`config.mk`:
```
export PLATFORM = sky130hd
export DESIGN_NAME = floppy_drive_control_sequencer
export DESIGN_NICKNAME = d
export VERILOG_FILES = /design/src/design/floppy_pkg.sv /design/src/design/step_if.sv /design/src/design/floppy_drive_control_sequencer.sv /design/src/design/stepper_increment_gen.sv
export SDC_FILE = /design/constraint.sdc
export NUM_CORES = 1
export LEC_CHECK = 0
export BUFFER_PORTS_ARGS = -buffer_cell sky130_fd_sc_hd__buf_2
export CAP_MARGIN = 15
export CORE_ASPECT_RATIO = 0.5
export CORE_MARGIN = 4
export CORE_UTILIZATION = 60
export DETAILED_ROUTE_END_ITERATION = 8
export PLACE_DENSITY_LB_ADDON = 0.25
export SLEW_MARGIN = 25
export SYNTH_ARGS = -nofsm -noshare
export SYNTH_HDL_FRONTEND = slang
export SYNTH_SLANG_ARGS = --single-unit
```
`constraint.sdc`:
```
create_clock -name ref_clk -period 3.6 [get_ports ref_clk]
set_input_delay 0.36 -clock ref_clk [delete_from_list [all_inputs] [get_ports ref_clk]]
set_output_delay 0.36 -clock ref_clk [all_outputs]
set_load 0.02 [all_outputs]
```
`src/design/floppy_pkg.sv`:
```
// constants, pin positions and types of the drive control sequencer
package floppy_pkg;
   // ***********************************************************
   // clock and timing
   // ***********************************************************
   localparam int CLK_KHZ = 10000;
   localparam int HEAD_LOAD_MS = 75;
   localparam int TRACK_STEP_MS = 40;
   localparam int MOTOR_START_MS = 1000;
   localparam int SPIN_RPM = 300;
   localparam int REV_MS = 60000 / SPIN_RPM;
   localparam int BIT_RATE_BPS = 125000;
   localparam int BIT_CELL_NS = 1000000000 / BIT_RATE_BPS;
   localparam int CLK_PERIOD_NS = 1000000 / CLK_KHZ;
   localparam int BIT_CELL_CYCLES = BIT_CELL_NS / CLK_PERIOD_NS;
   localparam int HEAD_LOAD_CYCLES = HEAD_LOAD_MS * CLK_KHZ;
   localparam int TRACK_STEP_CYCLES = TRACK_STEP_MS * CLK_KHZ;
   localparam int MOTOR_START_CYCLES = MOTOR_START_MS * CLK_KHZ;
   localparam int INCREMENTS_PER_TRACK = 2;
   // ***********************************************************
   // positions of the synchronised pin inputs
   // ***********************************************************
   localparam int NUM_PINS = 9;
   localparam int PIN_SELECT_N = 0;
   localparam int PIN_SPINDLE_N = 1;
   localparam int PIN_DIR = 2;
   localparam int PIN_STEP_N = 3;
   localparam int PIN_RECORD_N = 4;
   localparam int PIN_WFLUX_N = 5;
   localparam int PIN_TRACK0 = 6;
   localparam int PIN_INDEX = 7;
   localparam int PIN_RFLUX = 8;
   localparam logic [NUM_PINS-1:0] PIN_RESET = 9'h03F;
   // ***********************************************************
   // stepper sequencer states
   // ***********************************************************
   typedef enum logic [1:0] {
      STEP_IDLE = 2'b00,
      STEP_GAP = 2'b01,
      STEP_SETTLE = 2'b11
   } step_state_e;
endpackage : floppy_pkg

```
`src/design/step_if.sv`:
```
// link between the control sequencer and the stepper increment logic
`timescale 1ns/10ps
interface step_if;
   logic start;
   logic outward;
   logic busy;
   logic [1:0] phase;
   modport seq (output start, output outward, input busy, input phase);
   modport motor (input start, input outward, output busy, output phase);
endinterface : step_if

```
`src/design/floppy_drive_control_sequencer.sv`:
```
// drive-side control sequencer: select, head load, spindle, stepping
//
// Overview of operation
// - selection loads head and lights front LED
// - drive adds second stepper increment per track
// - head loaded and settled within 75 ms
// - single-track move completes within 40 ms
// - spindle 300 RPM, one index per revolution
// - FM flux data at 125 kbit/s
// - direction latched at step trailing edge
// - direction high steps outward, low inward
// - select, spindle run, step, record enable and write flux inputs are active low; direction and sensor inputs are not
`timescale 1ns/10ps
module floppy_drive_control_sequencer #(
   parameter int HEAD_LOAD_CYCLES = floppy_pkg::HEAD_LOAD_CYCLES,
   parameter int TRACK_STEP_CYCLES = floppy_pkg::TRACK_STEP_CYCLES,
   parameter int MOTOR_START_CYCLES = floppy_pkg::MOTOR_START_CYCLES
) (
   input wire logic ref_clk,
   input wire logic rst_n,
   input wire logic unit_select_n,
   input wire logic spindle_run_n,
   input wire logic seek_direction,
   input wire logic step_n,
   input wire logic record_enable_n,
   input wire logic write_flux_pulses_n,
   input wire logic track0_sensor,
   input wire logic index_sensor,
   input wire logic read_flux_sensor,
   output logic home_track_flag_n,
   output logic index_n,
   output logic read_data_n,
   output logic head_load,
   output logic front_led,
   output logic head_settled,
   output logic spindle_motor_on,
   output logic spindle_at_speed,
   output logic [3:0] stepper_coils,
   output logic step_busy,
   output logic write_current_enable,
   output logic write_flux_toggle
);
   import floppy_pkg::*;
   localparam int HW = $clog2(HEAD_LOAD_CYCLES + 1);
   localparam int MW = $clog2(MOTOR_START_CYCLES + 1);
   localparam int HALF_STEP = TRACK_STEP_CYCLES / INCREMENTS_PER_TRACK;
   // ***********************************************************
   // state
   // ***********************************************************
   typedef struct packed {
      logic [NUM_PINS-1:0] sync1;
      logic [NUM_PINS-1:0] sync2;
      logic step_prev;
      logic wflux_prev;
      logic start;
      logic outward;
      logic [HW-1:0] head_cnt;
      logic [MW-1:0] motor_cnt;
      logic home_n;
      logic idx_n;
      logic rdata_n;
      logic load;
      logic settled;
      logic motor;
      logic at_speed;
      logic [3:0] coils;
      logic wr_en;
      logic flux;
   } seq_s;
   seq_s cur;
   seq_s next_cur;
   step_if st ();
   logic [NUM_PINS-1:0] pins;
   logic sel;
   logic step_rise;
   logic wflux_fall;
   logic head_full;
   logic motor_full;
   logic run_active;
   logic rec_active;
   // ***********************************************************
   // reset value: pins inactive, head unloaded, coil one
   // ***********************************************************
   localparam seq_s SEQ_RESET = '{
      sync1: PIN_RESET,
      sync2: PIN_RESET,
      step_prev: 1'b1,
      wflux_prev: 1'b1,
      start: 1'b0,
      outward: 1'b0,
      head_cnt: '0,
      motor_cnt: '0,
      home_n: 1'b1,
      idx_n: 1'b1,
      rdata_n: 1'b1,
      load: 1'b0,
      settled: 1'b0,
      motor: 1'b0,
      at_speed: 1'b0,
      coils: 4'h1,
      wr_en: 1'b0,
      flux: 1'b0};
   // ***********************************************************
   // pin inputs, bit order of the synchroniser
   // ***********************************************************
   assign pins = {read_flux_sensor,
                  index_sensor,
                  track0_sensor,
                  write_flux_pulses_n,
                  record_enable_n,
                  step_n,
                  seek_direction,
                  spindle_run_n,
                  unit_select_n};
   // ***********************************************************
   // decoded synchronised inputs
   // ***********************************************************
   assign sel = !cur.sync2[PIN_SELECT_N];
   assign run_active = !cur.sync2[PIN_SPINDLE_N];
   assign rec_active = !cur.sync2[PIN_RECORD_N];
   // trailing edge of the active-low step pulse
   assign step_rise = !cur.step_prev && cur.sync2[PIN_STEP_N];
   assign wflux_fall = cur.wflux_prev && !cur.sync2[PIN_WFLUX_N];
   assign head_full = (cur.head_cnt == HW'(HEAD_LOAD_CYCLES));
   assign motor_full = (cur.motor_cnt == MW'(MOTOR_START_CYCLES));
   // ***********************************************************
   // stepper increments
   // ***********************************************************
   stepper_increment_gen #(
      .GAP_CYCLES(HALF_STEP),
      .SETTLE_CYCLES(TRACK_STEP_CYCLES - HALF_STEP)
   ) u_stepper (
      .ref_clk(ref_clk),
      .rst_n(rst_n),
      .st(st)
   );
   assign st.start = cur.start;
   assign st.outward = cur.outward;
   // ***********************************************************
   // next state
   // ***********************************************************
   always_comb begin
      next_cur = cur;
      // ***********************************************************
      // synchroniser and edge history
      // ***********************************************************
      next_cur.sync1 = pins;
      next_cur.sync2 = cur.sync1;
      next_cur.step_prev = cur.sync2[PIN_STEP_N];
      next_cur.wflux_prev = cur.sync2[PIN_WFLUX_N];
      // ***********************************************************
      // step start, ignored while unselected or busy
      // ***********************************************************
      next_cur.start = sel && step_rise && !st.busy;
      next_cur.outward = cur.sync2[PIN_DIR];
      // ***********************************************************
      // head load and settle timing
      // ***********************************************************
      next_cur.load = sel;
      if (!sel) begin
         next_cur.head_cnt = '0;
      end else if (!head_full) begin
         next_cur.head_cnt = cur.head_cnt + 1'b1;
      end
      next_cur.settled = sel && head_full;
      // ***********************************************************
      // spindle motor follows the run line directly
      // ***********************************************************
      next_cur.motor = run_active;
      if (!run_active) begin
         next_cur.motor_cnt = '0;
      end else if (!motor_full) begin
         next_cur.motor_cnt = cur.motor_cnt + 1'b1;
      end
      next_cur.at_speed = run_active && motor_full;
      // ***********************************************************
      // status outputs gated by selection
      // ***********************************************************
      next_cur.home_n = !(sel && cur.sync2[PIN_TRACK0]);
      next_cur.idx_n = !(sel && cur.sync2[PIN_INDEX]);
      next_cur.rdata_n = !(sel && cur.sync2[PIN_RFLUX]);
      // ***********************************************************
      // one-hot coil drive from stepper phase
      // ***********************************************************
      next_cur.coils = 4'h1 << st.phase;
      // ***********************************************************
      // write path: no writing while the head moves
      // ***********************************************************
      next_cur.wr_en = sel && rec_active && !st.busy;
      if (cur.wr_en && wflux_fall) begin
         next_cur.flux = !cur.flux;
      end
   end
   always_ff @(posedge ref_clk) begin
      if (!rst_n) begin
         cur <= SEQ_RESET;
      end else begin
         cur <= next_cur;
      end
   end
   // ***********************************************************
   // outputs
   // ***********************************************************
   assign home_track_flag_n = cur.home_n;
   assign index_n = cur.idx_n;
   assign read_data_n = cur.rdata_n;
   assign head_load = cur.load;
   assign front_led = cur.load;
   assign head_settled = cur.settled;
   assign spindle_motor_on = cur.motor;
   assign spindle_at_speed = cur.at_speed;
   assign stepper_coils = cur.coils;
   assign step_busy = st.busy;
   assign write_current_enable = cur.wr_en;
   assign write_flux_toggle = cur.flux;
endmodule : floppy_drive_control_sequencer

```
`src/design/stepper_increment_gen.sv`:
```
// two stepper increments per host step, then settle
`timescale 1ns/10ps
module stepper_increment_gen #(
   parameter int GAP_CYCLES = floppy_pkg::TRACK_STEP_CYCLES / 2,
   parameter int SETTLE_CYCLES = floppy_pkg::TRACK_STEP_CYCLES / 2
) (
   input wire logic ref_clk,
   input wire logic rst_n,
   step_if.motor st
);
   import floppy_pkg::*;
   localparam int CW = $clog2(GAP_CYCLES + SETTLE_CYCLES + 1);
   typedef struct packed {
      step_state_e state;
      logic outward;
      logic [1:0] phase;
      logic [CW-1:0] cnt;
   } inc_s;
   inc_s cur;
   inc_s nxt;
   function automatic logic [1:0] advance(input logic [1:0] p,
                                          input logic out);
      advance = out ? p - 2'h1 : p + 2'h1;
   endfunction : advance
   always_comb begin
      nxt = cur;
      case (cur.state)
         STEP_IDLE: begin
            if (st.start) begin
               nxt.outward = st.outward;
               nxt.phase = advance(cur.phase, st.outward);
               nxt.cnt = CW'(GAP_CYCLES - 1);
               nxt.state = STEP_GAP;
            end
         end
         STEP_GAP: begin
            if (cur.cnt == '0) begin
               nxt.phase = advance(cur.phase, cur.outward);
               nxt.cnt = CW'(SETTLE_CYCLES - 1);
               nxt.state = STEP_SETTLE;
            end else begin
               nxt.cnt = cur.cnt - 1'b1;
            end
         end
         STEP_SETTLE: begin
            if (cur.cnt == '0) begin
               nxt.state = STEP_IDLE;
            end else begin
               nxt.cnt = cur.cnt - 1'b1;
            end
         end
         default: begin
            nxt.state = STEP_IDLE;
         end
      endcase
   end
   always_ff @(posedge ref_clk) begin
      if (!rst_n) begin
         cur <= '{STEP_IDLE, 1'b0, 2'h0, '0};
      end else begin
         cur <= nxt;
      end
   end
   assign st.busy = (cur.state != STEP_IDLE);
   assign st.phase = cur.phase;
endmodule : stepper_increment_gen

```
# --- Yosys cells after proc, flatten, opt, wreduce, memory -nomap -nowiden ---
# Index checks and enable logic that the tools add are counted.
op_classes:
  add_sub_neg: 5
  n_mul: 0
  div_mod_pow: 0
  order_cmp: 0
  n_eq_ne: 8
  n_shift: 1
  n_mux: 11
  bitwise_logic: 1
  reduce_logical: 33
op_table:
  columns: ["cell", "n"]
  rows:
  - ["$pmux W19 S3", 1]
  - ["$mux W19", 2]
  - ["$add A24 B1 Y24 const B", 1]
  - ["$eq A24 B24 Y1 const B", 1]
  - ["$mux W24", 1]
  - ["$add A20 B1 Y20 const B", 1]
  - ["$eq A20 B20 Y1 const B", 1]
  - ["$logic_not A19 Y1", 1]
  - ["$sub A19 B1 Y19 const B", 1]
  - ["$logic_and A1 B1 Y1", 12]
  - ["$logic_not A1 Y1", 10]
  - ["$mux W2", 5]
  - ["$reduce_and A3 Y1", 3]
  - ["$pmux W2 S3", 1]
  - ["$ne A2 B1 Y1 const B", 2]
  - ["$ne A2 B2 Y1 const B", 2]
  - ["$pmux W2 S2", 1]
  - ["$reduce_bool A2 Y1", 2]
  - ["$reduce_or A2 Y1", 2]
  - ["$shl A1 B2 Y4 const A", 1]
  - ["$reduce_bool A3 Y1", 1]
  - ["$add A2 B1 Y2 const B", 1]
  - ["$eq A2 B1 Y1 const B", 1]
  - ["$eq A2 B2 Y1 const B", 1]
  - ["other kinds (4)", 4]
totals:
  reg_bits: 103
  latchBits: 0
  ramBits: 0
  rom_bits: 0
  input_bits: 11
  out_inout_bits: 15
  elab_cells: 81
  mem_count: 0

# --- Depth between registers and ports, before layout ---
# Gate-level depths: netlist of the first run.
depth:
  ltp_word: 4
  mapped_depth: 9

# --- Hierarchy ---
# From an unflattened synthesis of the first run, not the netlist that was laid out.
unflattened:
  hier_cells: 483
  area_unflattened_um2: 4340.4
by_module_without_submodules:
  columns: ["mod", "instances", "cells_each", "area_per_inst_um2", "seq_area_each_um2"]
  rows:
  - ["floppy_drive_control_sequencer", 1, 318, 2981.6, 1581.5]
  - ["stepper_increment_gen", 1, 165, 1358.8, 480.5]

# --- Worst setup path before layout of the first run ---
# OpenSTA, ideal clock, no wires.
synth_path:
  kind: "reg2reg"
  start: "register u_stepper.cur[0] (netlist bit)"
  end: "register u_stepper.cur[15] (netlist bit)"
  setup_ps: 120
  arrival_ps: 1877
  required_ps: 3480
  setup_slack_ps: 1603
  path_stages_with_launch: 9
  path_buffers: 1
  synth_period_minus_slack_ps: 1997
  cell_sequence: "dfxtp_1 > inv_1 > ha_1 > nor4b_2 > nand4_2 > o21a_1 > buf_6 > and3_4 > o31a_1"
synth_via:
  elab_chain_len: 3
  elab_cells_between_ends: 7
  cone_classes: "add/sub: 1; eq/ne: 1; mux: 3; reduce/logical: 2"
synth_rtl:
  columns: ["element", "line", "source"]
  rows:
  - ["start: declaration", "stepper_increment_gen.sv:19", "inc_s cur;"]
  - ["start signal: assignment", "stepper_increment_gen.sv:59", "cur <= '{STEP_IDLE, 1'b0, 2'h0, '0};"]
  - ["start signal: assignment", "stepper_increment_gen.sv:61", "cur <= nxt;"]
  - ["$sub A19 B1 Y19 or $logic_not A19 Y1 (tied branches)", null, null]
  - ["$mux W19, or another cell as far along", "stepper_increment_gen.sv:46", "if (cur.cnt == '0) begin"]
  - ["$pmux W19 S3 or $reduce_and A3 Y1 (tied branches)", null, null]
# Several ways; a longest one is shown, not always the timed one. The select of a mux whose other input is x is not followed.
# A chain may end at the register's enable or synchronous reset.

# --- Worst setup path in the final report of the first run ---
layout_path:
  start: "register u_stepper.cur[0] (netlist bit)"
  end: "register u_stepper.cur[2] (netlist bit)"
# Same word-level chain as after synthesis.

==> metrics, run 1 <==
outcome=completed; post-CTS sizing=0; adder-cell area share of the yosys netlist=about 1.7%; #FFs+latches synth=103; CTS buffer count=9; largest area contributor in the netlist=dfxtp_1; Clock Tree Root=clkbuf_16; Period Utilization, post-route=between 60% and 70%; Multi-input gate area=0.00207 mm2; final non-filler cell total=588; area grow syn2layout=10.3%; initial antenna violation count=0; Clock Tree Buf Depth=2; first-pass GRT wire length=between 10 and 15 mm; Syn Nets=495; pre-CTS setup slack=between 1 and 1.5 ns; net total in the final layout=509; Via-to-Cell Ratio=5.48; warning count from the yosys run=0; initial drt markers=~130; die area=0.00869 mm2; Rows=21; top-area cell type share of the netlist area=47.8%; Fillers=533; CP required=3.85 ns; largest family of logic cells by synthesized area=simple AND/OR/NAND/NOR gates; Synth Area in XOR/XNOR=8.73%; Netlist cell types=54; Initial Util=roughly 63%; drt first pass iters=5; PortBufs=25; CP endpoint kind=flop; CTS tree=built; GRT Total Usage=19.3%; latest clock arrival within the worst-skew pair=approximately 0.34 ns; worst hold start=write_flux_pulses_n; core box area=0.00683 mm2; setup repair after global routing missed its margin=no; ratio of cells with drive above 1 in the final layout=between 10% and 20%; final wirelength=7.57 mm; Setup Viol. Count Final=0; per-cell routed wire length=12.9 um; RR Endpoint=u_stepper.cur[2]; worst-case reg-to-reg path depth=7; antenna cells=0; Routed Antenna Nets=0; placed cell count=573; Worst R2R Start=u_stepper.cur[0]; CTS Sinks=103; Max-cap violations=0; sequential cell area=approximately 0.0021 mm2; total grt overflow=0; clock-pin slew on the worst setup and hold paths=0.07 ns; synth top area cells=dfxtp_1 48%, nor2_1 5.2%, xor2_1 4.7%, xnor2_1 4.1%, nand3_1 2.9%; HP Class=in -> reg; pwr dens=464 mW/mm2; largest fanout on the critical path=16; Setup CP Type=reg -> reg; GPL Wtd Cong=0.814; placed cell areas=0.00445 mm2; WHS Endpoint=cur[75]; total number of vias=~3200; relative slew slack=46.6%; largest net degree at the start of global routing=44; worst setup slack after layout=1.21 ns; startpoint types=flop; Fin. Hold Viols=0; Worst Hold Margin=0.200 ns; number of global-route vias before repair=2997; Die Ht=between 60 and 70 um; Post-DP HPWL=5.02 mm; hold-fix buffers at CTS=0; Post-CTS Setup Inserts=0; hold path depth=2; EDFF count, synth=0; Seq/Total Area, Yosys=~48%; ys async rst share=0%; Worst EP arrival=2.63 ns; Final Cell Area=0.00476 mm2; Post-Synth Simple-Gate Area=29.2%; Fin Setup TNS=0 ns; Highest Clock Rate=419 MHz; # IOs=26; Syn Inst Count=478; Die X=between 100 and 150 um; clk_skew=0.00787 ns; H-tree Lvls=3; Mapped Area=between 0.004 and 0.005 mm2; most used flip-flop cell after synthesis=dfxtp_1; actual slew at the worst max-slew pin=0.795 ns; Tmin final=2.39 ns; Avg Synthesized Cell Area=9.02 um2; DRC Markers=0; fin. max-slew vios=0; maximum VDD drop=0.314 mV; Reg2Reg Setup Slack=1.21 ns; static leakage=1.82 nW; post-synthesis mux area share=0.696%; compound-gate portion of the synthesized area=a little under 8%
## layer usage
metal	track usage [%]	vias up	share of wire, %
met5	0	-	0
met4	5.69	0	0.25
met3	6.00	2	4.0
met2	34.1	41	49
met1	23.1	1509	47
li1	-	1671	-
## kinds of logic after synthesis
family                   count (synthesis)
AND/OR/NAND/NOR                        232
flip-flops                             103
AO/OA/AOI/OAI                           51
XOR/XNOR                                43
buffers and inverters                   40
adder cells (fa/ha/maj)                  6
multiplexers                             3
## power breakdown
part	switching, W	internal [W]	leakage, nW
Sequential	0.00000575	0.00115	0.835
Combinational	0.0000379	0.0000255	0.836
Clock	0.000407	0.000575	0.148
Total	0.000451	0.00175	1.82
## flip-flops by register name, summed over array words and instances, names as in the netlist
name,cells
st.outward,1
spindle_at_speed,1
write_current_enable,1
stepper_coils,4
index_n,1
u_stepper.cur,22
front_led,1
spindle_motor_on,1
head_settled,1
st.start,1
write_flux_toggle,1
cur,64
u_stepper.st.phase,2
read_data_n,1
home_track_flag_n,1
## worst max-delay path by stage
stage	start	endpoint	slack, ns	depth (start not counted)
after floorplan	u_stepper.cur[0]	u_stepper.cur[15]	1.60	8
after global placement	u_stepper.cur[0]	u_stepper.cur[14]	1.30	7
after detailed placement	u_stepper.cur[0]	u_stepper.cur[2]	1.26	7
after CTS	u_stepper.cur[0]	u_stepper.cur[2]	1.23	7
after global routing	u_stepper.cur[0]	u_stepper.cur[2]	0.98	7
final	u_stepper.cur[0]	u_stepper.cur[2]	1.21	7
## through the flow
stage	total power [W]	util [%]
2_1_floorplan	0.00123	-
5_1_grt	0.00229	69.6
4_1_cts	0.00223	69.6
3_3_place_gp	0.00125	65.1
6_report	0.00220	69.6
3_5_place_dp	0.00125	65.1
## synthesized netlist by cell type (11+ instances only)
| cell | count |
|---|---|
| nand3_1 | 25 |
| and2_1 | 11 |
| a21oi_1 | 14 |
| nand2b_1 | 19 |
| nand2_1 | 27 |
| xor2_1 | 23 |
| o21ai_0 | 13 |
| inv_1 | 17 |
| and3_1 | 16 |
| clkbuf_1 | 16 |
| nor3_1 | 22 |
| dfxtp_1 | 103 |
| nand4_1 | 13 |
| xnor2_1 | 20 |
| nor2_1 | 60 |
## critical path, cell delays in order (launching register included)
cell	delay, ns
dfxtp_1	0.39
inv_1	0.06
ha_1	0.25
nor4b_2	0.20
and2_0	0.29
a31oi_2	0.68
a21oi_1	0.16
a311oi_1	0.27
## cell usage in the layout, fill, tap and decap left out, types with 3 or more instances in the layout
| cell type | n |
|---|---|
| clkbuf_16 | 9 |
| o21a_1 | 3 |
| mux2i_1 | 3 |
| nand4_1 | 13 |
| and2_1 | 11 |
| nor4_1 | 7 |
| xor2_1 | 23 |
| or3_1 | 6 |
| a311oi_1 | 3 |
| a211oi_1 | 4 |
| nor3_1 | 22 |
| nor2_1 | 60 |
| xnor2_1 | 20 |
| inv_1 | 17 |
| buf_2 | 25 |
| and3_1 | 16 |
| or4_1 | 3 |
| a21oi_1 | 14 |
| nand2b_1 | 18 |
| ha_1 | 6 |
| dfxtp_1 | 103 |
| o21ai_0 | 13 |
| nand2_1 | 27 |
| nand3_1 | 25 |
## cell type report
class | instances | share of cell area [%]
multi-input cells | 335 | 43.6
flip-flops and latches | 103 | 43.4
clock buffers | 11 | 5.31
repair buffers | 26 | 2.79
well taps | 92 | 2.42
inverters | 17 | 1.34
clock inverters | 4 | 1.16
Note: power is estimated with default switching activity, not from simulation.
==> inputs of run 2 (changes only) <==
--- a/config.mk
+++ b/config.mk
@@ -5,6 +5,7 @@
 export SDC_FILE = /design/constraint.sdc
 export NUM_CORES = 1
 export LEC_CHECK = 0
+export ABC_AREA = 1
 export BUFFER_PORTS_ARGS = -buffer_cell sky130_fd_sc_hd__buf_2
 export CAP_MARGIN = 15
 export CORE_ASPECT_RATIO = 0.5
==> constraint.sdc (replaced) <==
create_clock -name ref_clk -period 2.5 [get_ports ref_clk]
set_input_delay 0.25 -clock ref_clk [delete_from_list [all_inputs] [get_ports ref_clk]]
set_output_delay 0.25 -clock ref_clk [all_outputs]
set_load 0.02 [all_outputs]
==> run 2 against run 1 <==
Critical path depth is 1 higher. Hold slack worse by 0.11 ns. Non-clock buffer count is 1 higher. Routed wire length is 20% higher. Highest routed layer unchanged. Clock power is 31% higher. Count of clock-buffer cells in the layout stayed put. First-iteration DRC count is 120% higher. Fmax is 30% higher. Synthesized area is 10% higher. Combinational power is 92% higher.
==> metrics, run 2 <==
net total in the final layout=704 (was 509); clock-pin slew on the worst setup and hold paths=0.07 ns (about the same); Fin Setup TNS=0 ns (unchanged); Largest register FFs=64 (unchanged); pwr dens=592 mW/mm2 (was 464 mW/mm2); die area=0.00948 mm2 (was 0.00869 mm2); # IOs=26 (unchanged); Netlist cell types=35 (was 54); top-area cell type share of the netlist area=43.4% (was 47.8%); Crit-path slowest cell=nand3_2 (was a31oi_2); Global Route met3 Usage=5.40% (was 6.00%); drt first pass iters=5 (unchanged); GPL Wtd Cong=0.883 (was 0.814); CP required=2.74 ns (was 3.85 ns); final non-filler cell total=800 (was 588); Setup CP Type=reg -> reg (unchanged); EDFF count, synth=0 (unchanged); Mapped Area=0.00475 mm2 (was 0.00431 mm2); per-cell routed wire length=11.3 um (was 12.9 um); Clock Tree Root=clkbuf_16 (unchanged); adder-cell area share of the yosys netlist=1.58% (was 1.74%); Critical path origin=u_stepper.cur[0] (unchanged); commonest cells in the netlist=143 x nand2_1, 103 x dfxtp_1, 97 x inv_1 (was 103 x dfxtp_1, 60 x nor2_1, 27 x nand2_1); RR Endpoint=u_stepper.cur[10] (was u_stepper.cur[2]); Die Ht=70.9 um (was 67.9 um); Fin. Hold Viols=0 (unchanged); Syn Inst Count=665 (was 478); Max-cap violations=0 (unchanged); compound-gate portion of the synthesized area=8.65% (was 7.69%); ratio of cells with drive above 1 in the final layout=13.2% (was 11.1%); Reg with most FFs=cur (unchanged); Reg2Reg Setup Slack=0.66 ns (was 1.21 ns); Post-Synth Simple-Gate Area=34.0% (was 29.2%); total power=0.00308 W (was 0.00220 W); final wirelength=9.05 mm (was 7.57 mm); post-CTS sizing=0 (unchanged); core box area=0.00751 mm2 (was 0.00683 mm2); worst-case reg-to-reg path depth=8 (was 7); most used flip-flop cell after synthesis=dfxtp_1 (unchanged); actual slew at the worst max-slew pin=0.511 ns (was 0.795 ns); Period Utilization, post-route=73.7% (was 66.3%); largest area contributor in the netlist=dfxtp_1 (unchanged); Post-DP HPWL=6.44 mm (was 5.02 mm); static leakage=2.26 nW (was 1.82 nW); Syn Nets=682 (was 495); M2 GR Usage=37.8% (was 34.1%); outcome=completed (unchanged); CTS tree=built (unchanged); M1 GR Usage=23.3% (was 23.1%); Rows=22 (was 21); clk_skew=0.00489 ns (was 0.00787 ns); initial antenna violation count=0 (unchanged); synth top area cells=dfxtp_1 43%, nand2_1 11%, inv_1 7.7%, nor2_1 6.6%, a21oi_1 4.5% (was dfxtp_1 48%, nor2_1 5.2%, xor2_1 4.7%, xnor2_1 4.1%, nand3_1 2.9%); relative slew slack=65.9% (was 46.6%); H-tree Lvls=3 (unchanged); first-pass GRT wire length=16.0 mm (was 13.4 mm); CTS buffer count=9 (unchanged); Initial Util=63.2% (was 63.1%); initial drt markers=281 (was 127); antenna cells=0 (unchanged); pre-CTS setup slack=0.670 ns (was 1.26 ns); Routed Antenna Nets=0 (unchanged); Die X=134 um (was 128 um); #FFs+latches synth=103 (unchanged); startpoint types=flop (unchanged); largest net degree at the start of global routing=27 (was 44); end of the critical path=u_stepper.cur[10] (was u_stepper.cur[2]); CP endpoint kind=flop (unchanged); total grt overflow=0 (unchanged); warning count from the yosys run=0 (unchanged); Worst R2R Start=u_stepper.cur[0] (unchanged); commonest non-fill, non-tap cell in the layout=nand2_1 (was dfxtp_1); Highest Clock Rate=542 MHz (was 419 MHz); CTS Sinks=103 (unchanged); DRC Markers=0 (unchanged); Via-to-Cell Ratio=5.02 (was 5.48); PortBufs=25 (unchanged); largest fanout on the critical path=20 (was 16); Seq/Total Area, Yosys=43.4% (was 47.8%); area grow syn2layout=9.54% (was 10.3%); worst setup slack after layout=0.657 ns (was 1.21 ns); Tmin final=1.84 ns (was 2.39 ns); Synth Area in XOR/XNOR=2.03% (was 8.73%); crit-path cells=inv_1 > ha_1 > nand2_1 > nor2_2 > nand4_2 > nand3_2 > nand2_1 > and3_1 (was inv_1 > ha_1 > nor4b_2 > and2_0 > a31oi_2 > a21oi_1 > a311oi_1); Clock Tree Buf Depth=2 (unchanged); setup repair after global routing missed its margin=no (unchanged); total number of vias=4017 (was 3223); ys async rst share=0% (unchanged); fin. max-slew vios=0 (unchanged); Worst EP arrival=2.08 ns (was 2.63 ns); Post-CTS Setup Inserts=0 (unchanged); maximum VDD drop=0.323 mV (was 0.314 mV); post-synthesis mux area share=0% (was 0.696%); GRT Total Usage=20.4% (was 19.3%); CP dominant cell by count=nand2_1; number of global-route vias before repair=3859 (was 2997); top-count cell post-synth=nand2_1 (was dfxtp_1); largest family of logic cells by synthesized area=simple AND/OR/NAND/NOR gates (unchanged); latest clock arrival within the worst-skew pair=0.34 ns (about the same); grt peak-use layer=met2 (unchanged); hold-fix buffers at CTS=0 (unchanged); HP Class=in -> reg (unchanged); commonest non-fill, non-tap cells in the layout=143 x nand2_1, 103 x dfxtp_1, 97 x inv_1 (was 103 x dfxtp_1, 60 x nor2_1, 27 x nand2_1); Setup Viol. Count Final=0 (unchanged); Max stage delay on crit path=0.36 ns (was 0.68 ns); Avg Synthesized Cell Area=7.14 um2 (was 9.02 um2); placed cell count=784 (was 573); Worst Hold Margin=0.0907 ns (was 0.200 ns)
-- run 2: power by group --
part / switching (W) / internal, W
registers: 0.00000841 / 0.00166
clock network: 0.000585 / 0.000700
logic: 0.0000776 / 0.0000441
total: 0.000671 / 0.00241
-- run 2: metal layers --
layer / vias up / routed length [um]
met4: 0 / 96
li1: 2123 / -
met3: 10 / 351
met1: 1817 / 4150
met5: - / 0
met2: 67 / 4450
-- run 2: layout make-up --
type	count	area, um2
Clock buffer	11	243
Clock inverter	5	33.8
Fill cell	630	2320
Inverter	102	388
Multi-Input combinational cell	444	2200
Sequential cell	103	2060
Tap cell	108	135
Timing Repair Buffer	27	140
-- run 2: how the worst min path moves through the flow --
stage / endpoint / slack (ns) / start / cells after the start
finish: cur[77] / 0.09 / index_sensor / 3
global route: cur[74] / 0.09 / record_enable_n / 2
CTS: cur[77] / 0.08 / index_sensor / 3
detailed placement: index_n / 0.36 / cur[68] / 1
global placement: index_n / 0.35 / cur[68] / 1
floorplan: cur[76] / 0.35 / track0_sensor / 2
-- run 2: critical path, delay by kind of cell (launching register included) --
family | cells | cell delay (ns)
fa+ha+maj | 1 | 0.22
simple gates | 6 | 1.10
buf+inv | 1 | 0.11
flops | 1 | 0.30
-- run 2: cells by family after synthesis --
kind of cell	after synthesis
buffers and inverters	118
and+or+nand+nor	349
xor gates and xnor gates	11
adders and majority gates	6
DFF	103
AOI/OAI and AO/OA	78
-- run 2: stage by stage --
step | area (um2) | util (%)
after floorplan | 4750 | -
after global placement | 4920 | 65.5
after CTS | 5200 | 69.2
after global routing | 5200 | 69.2
final | 5200 | 69.2
after detailed placement | 4920 | 65.5
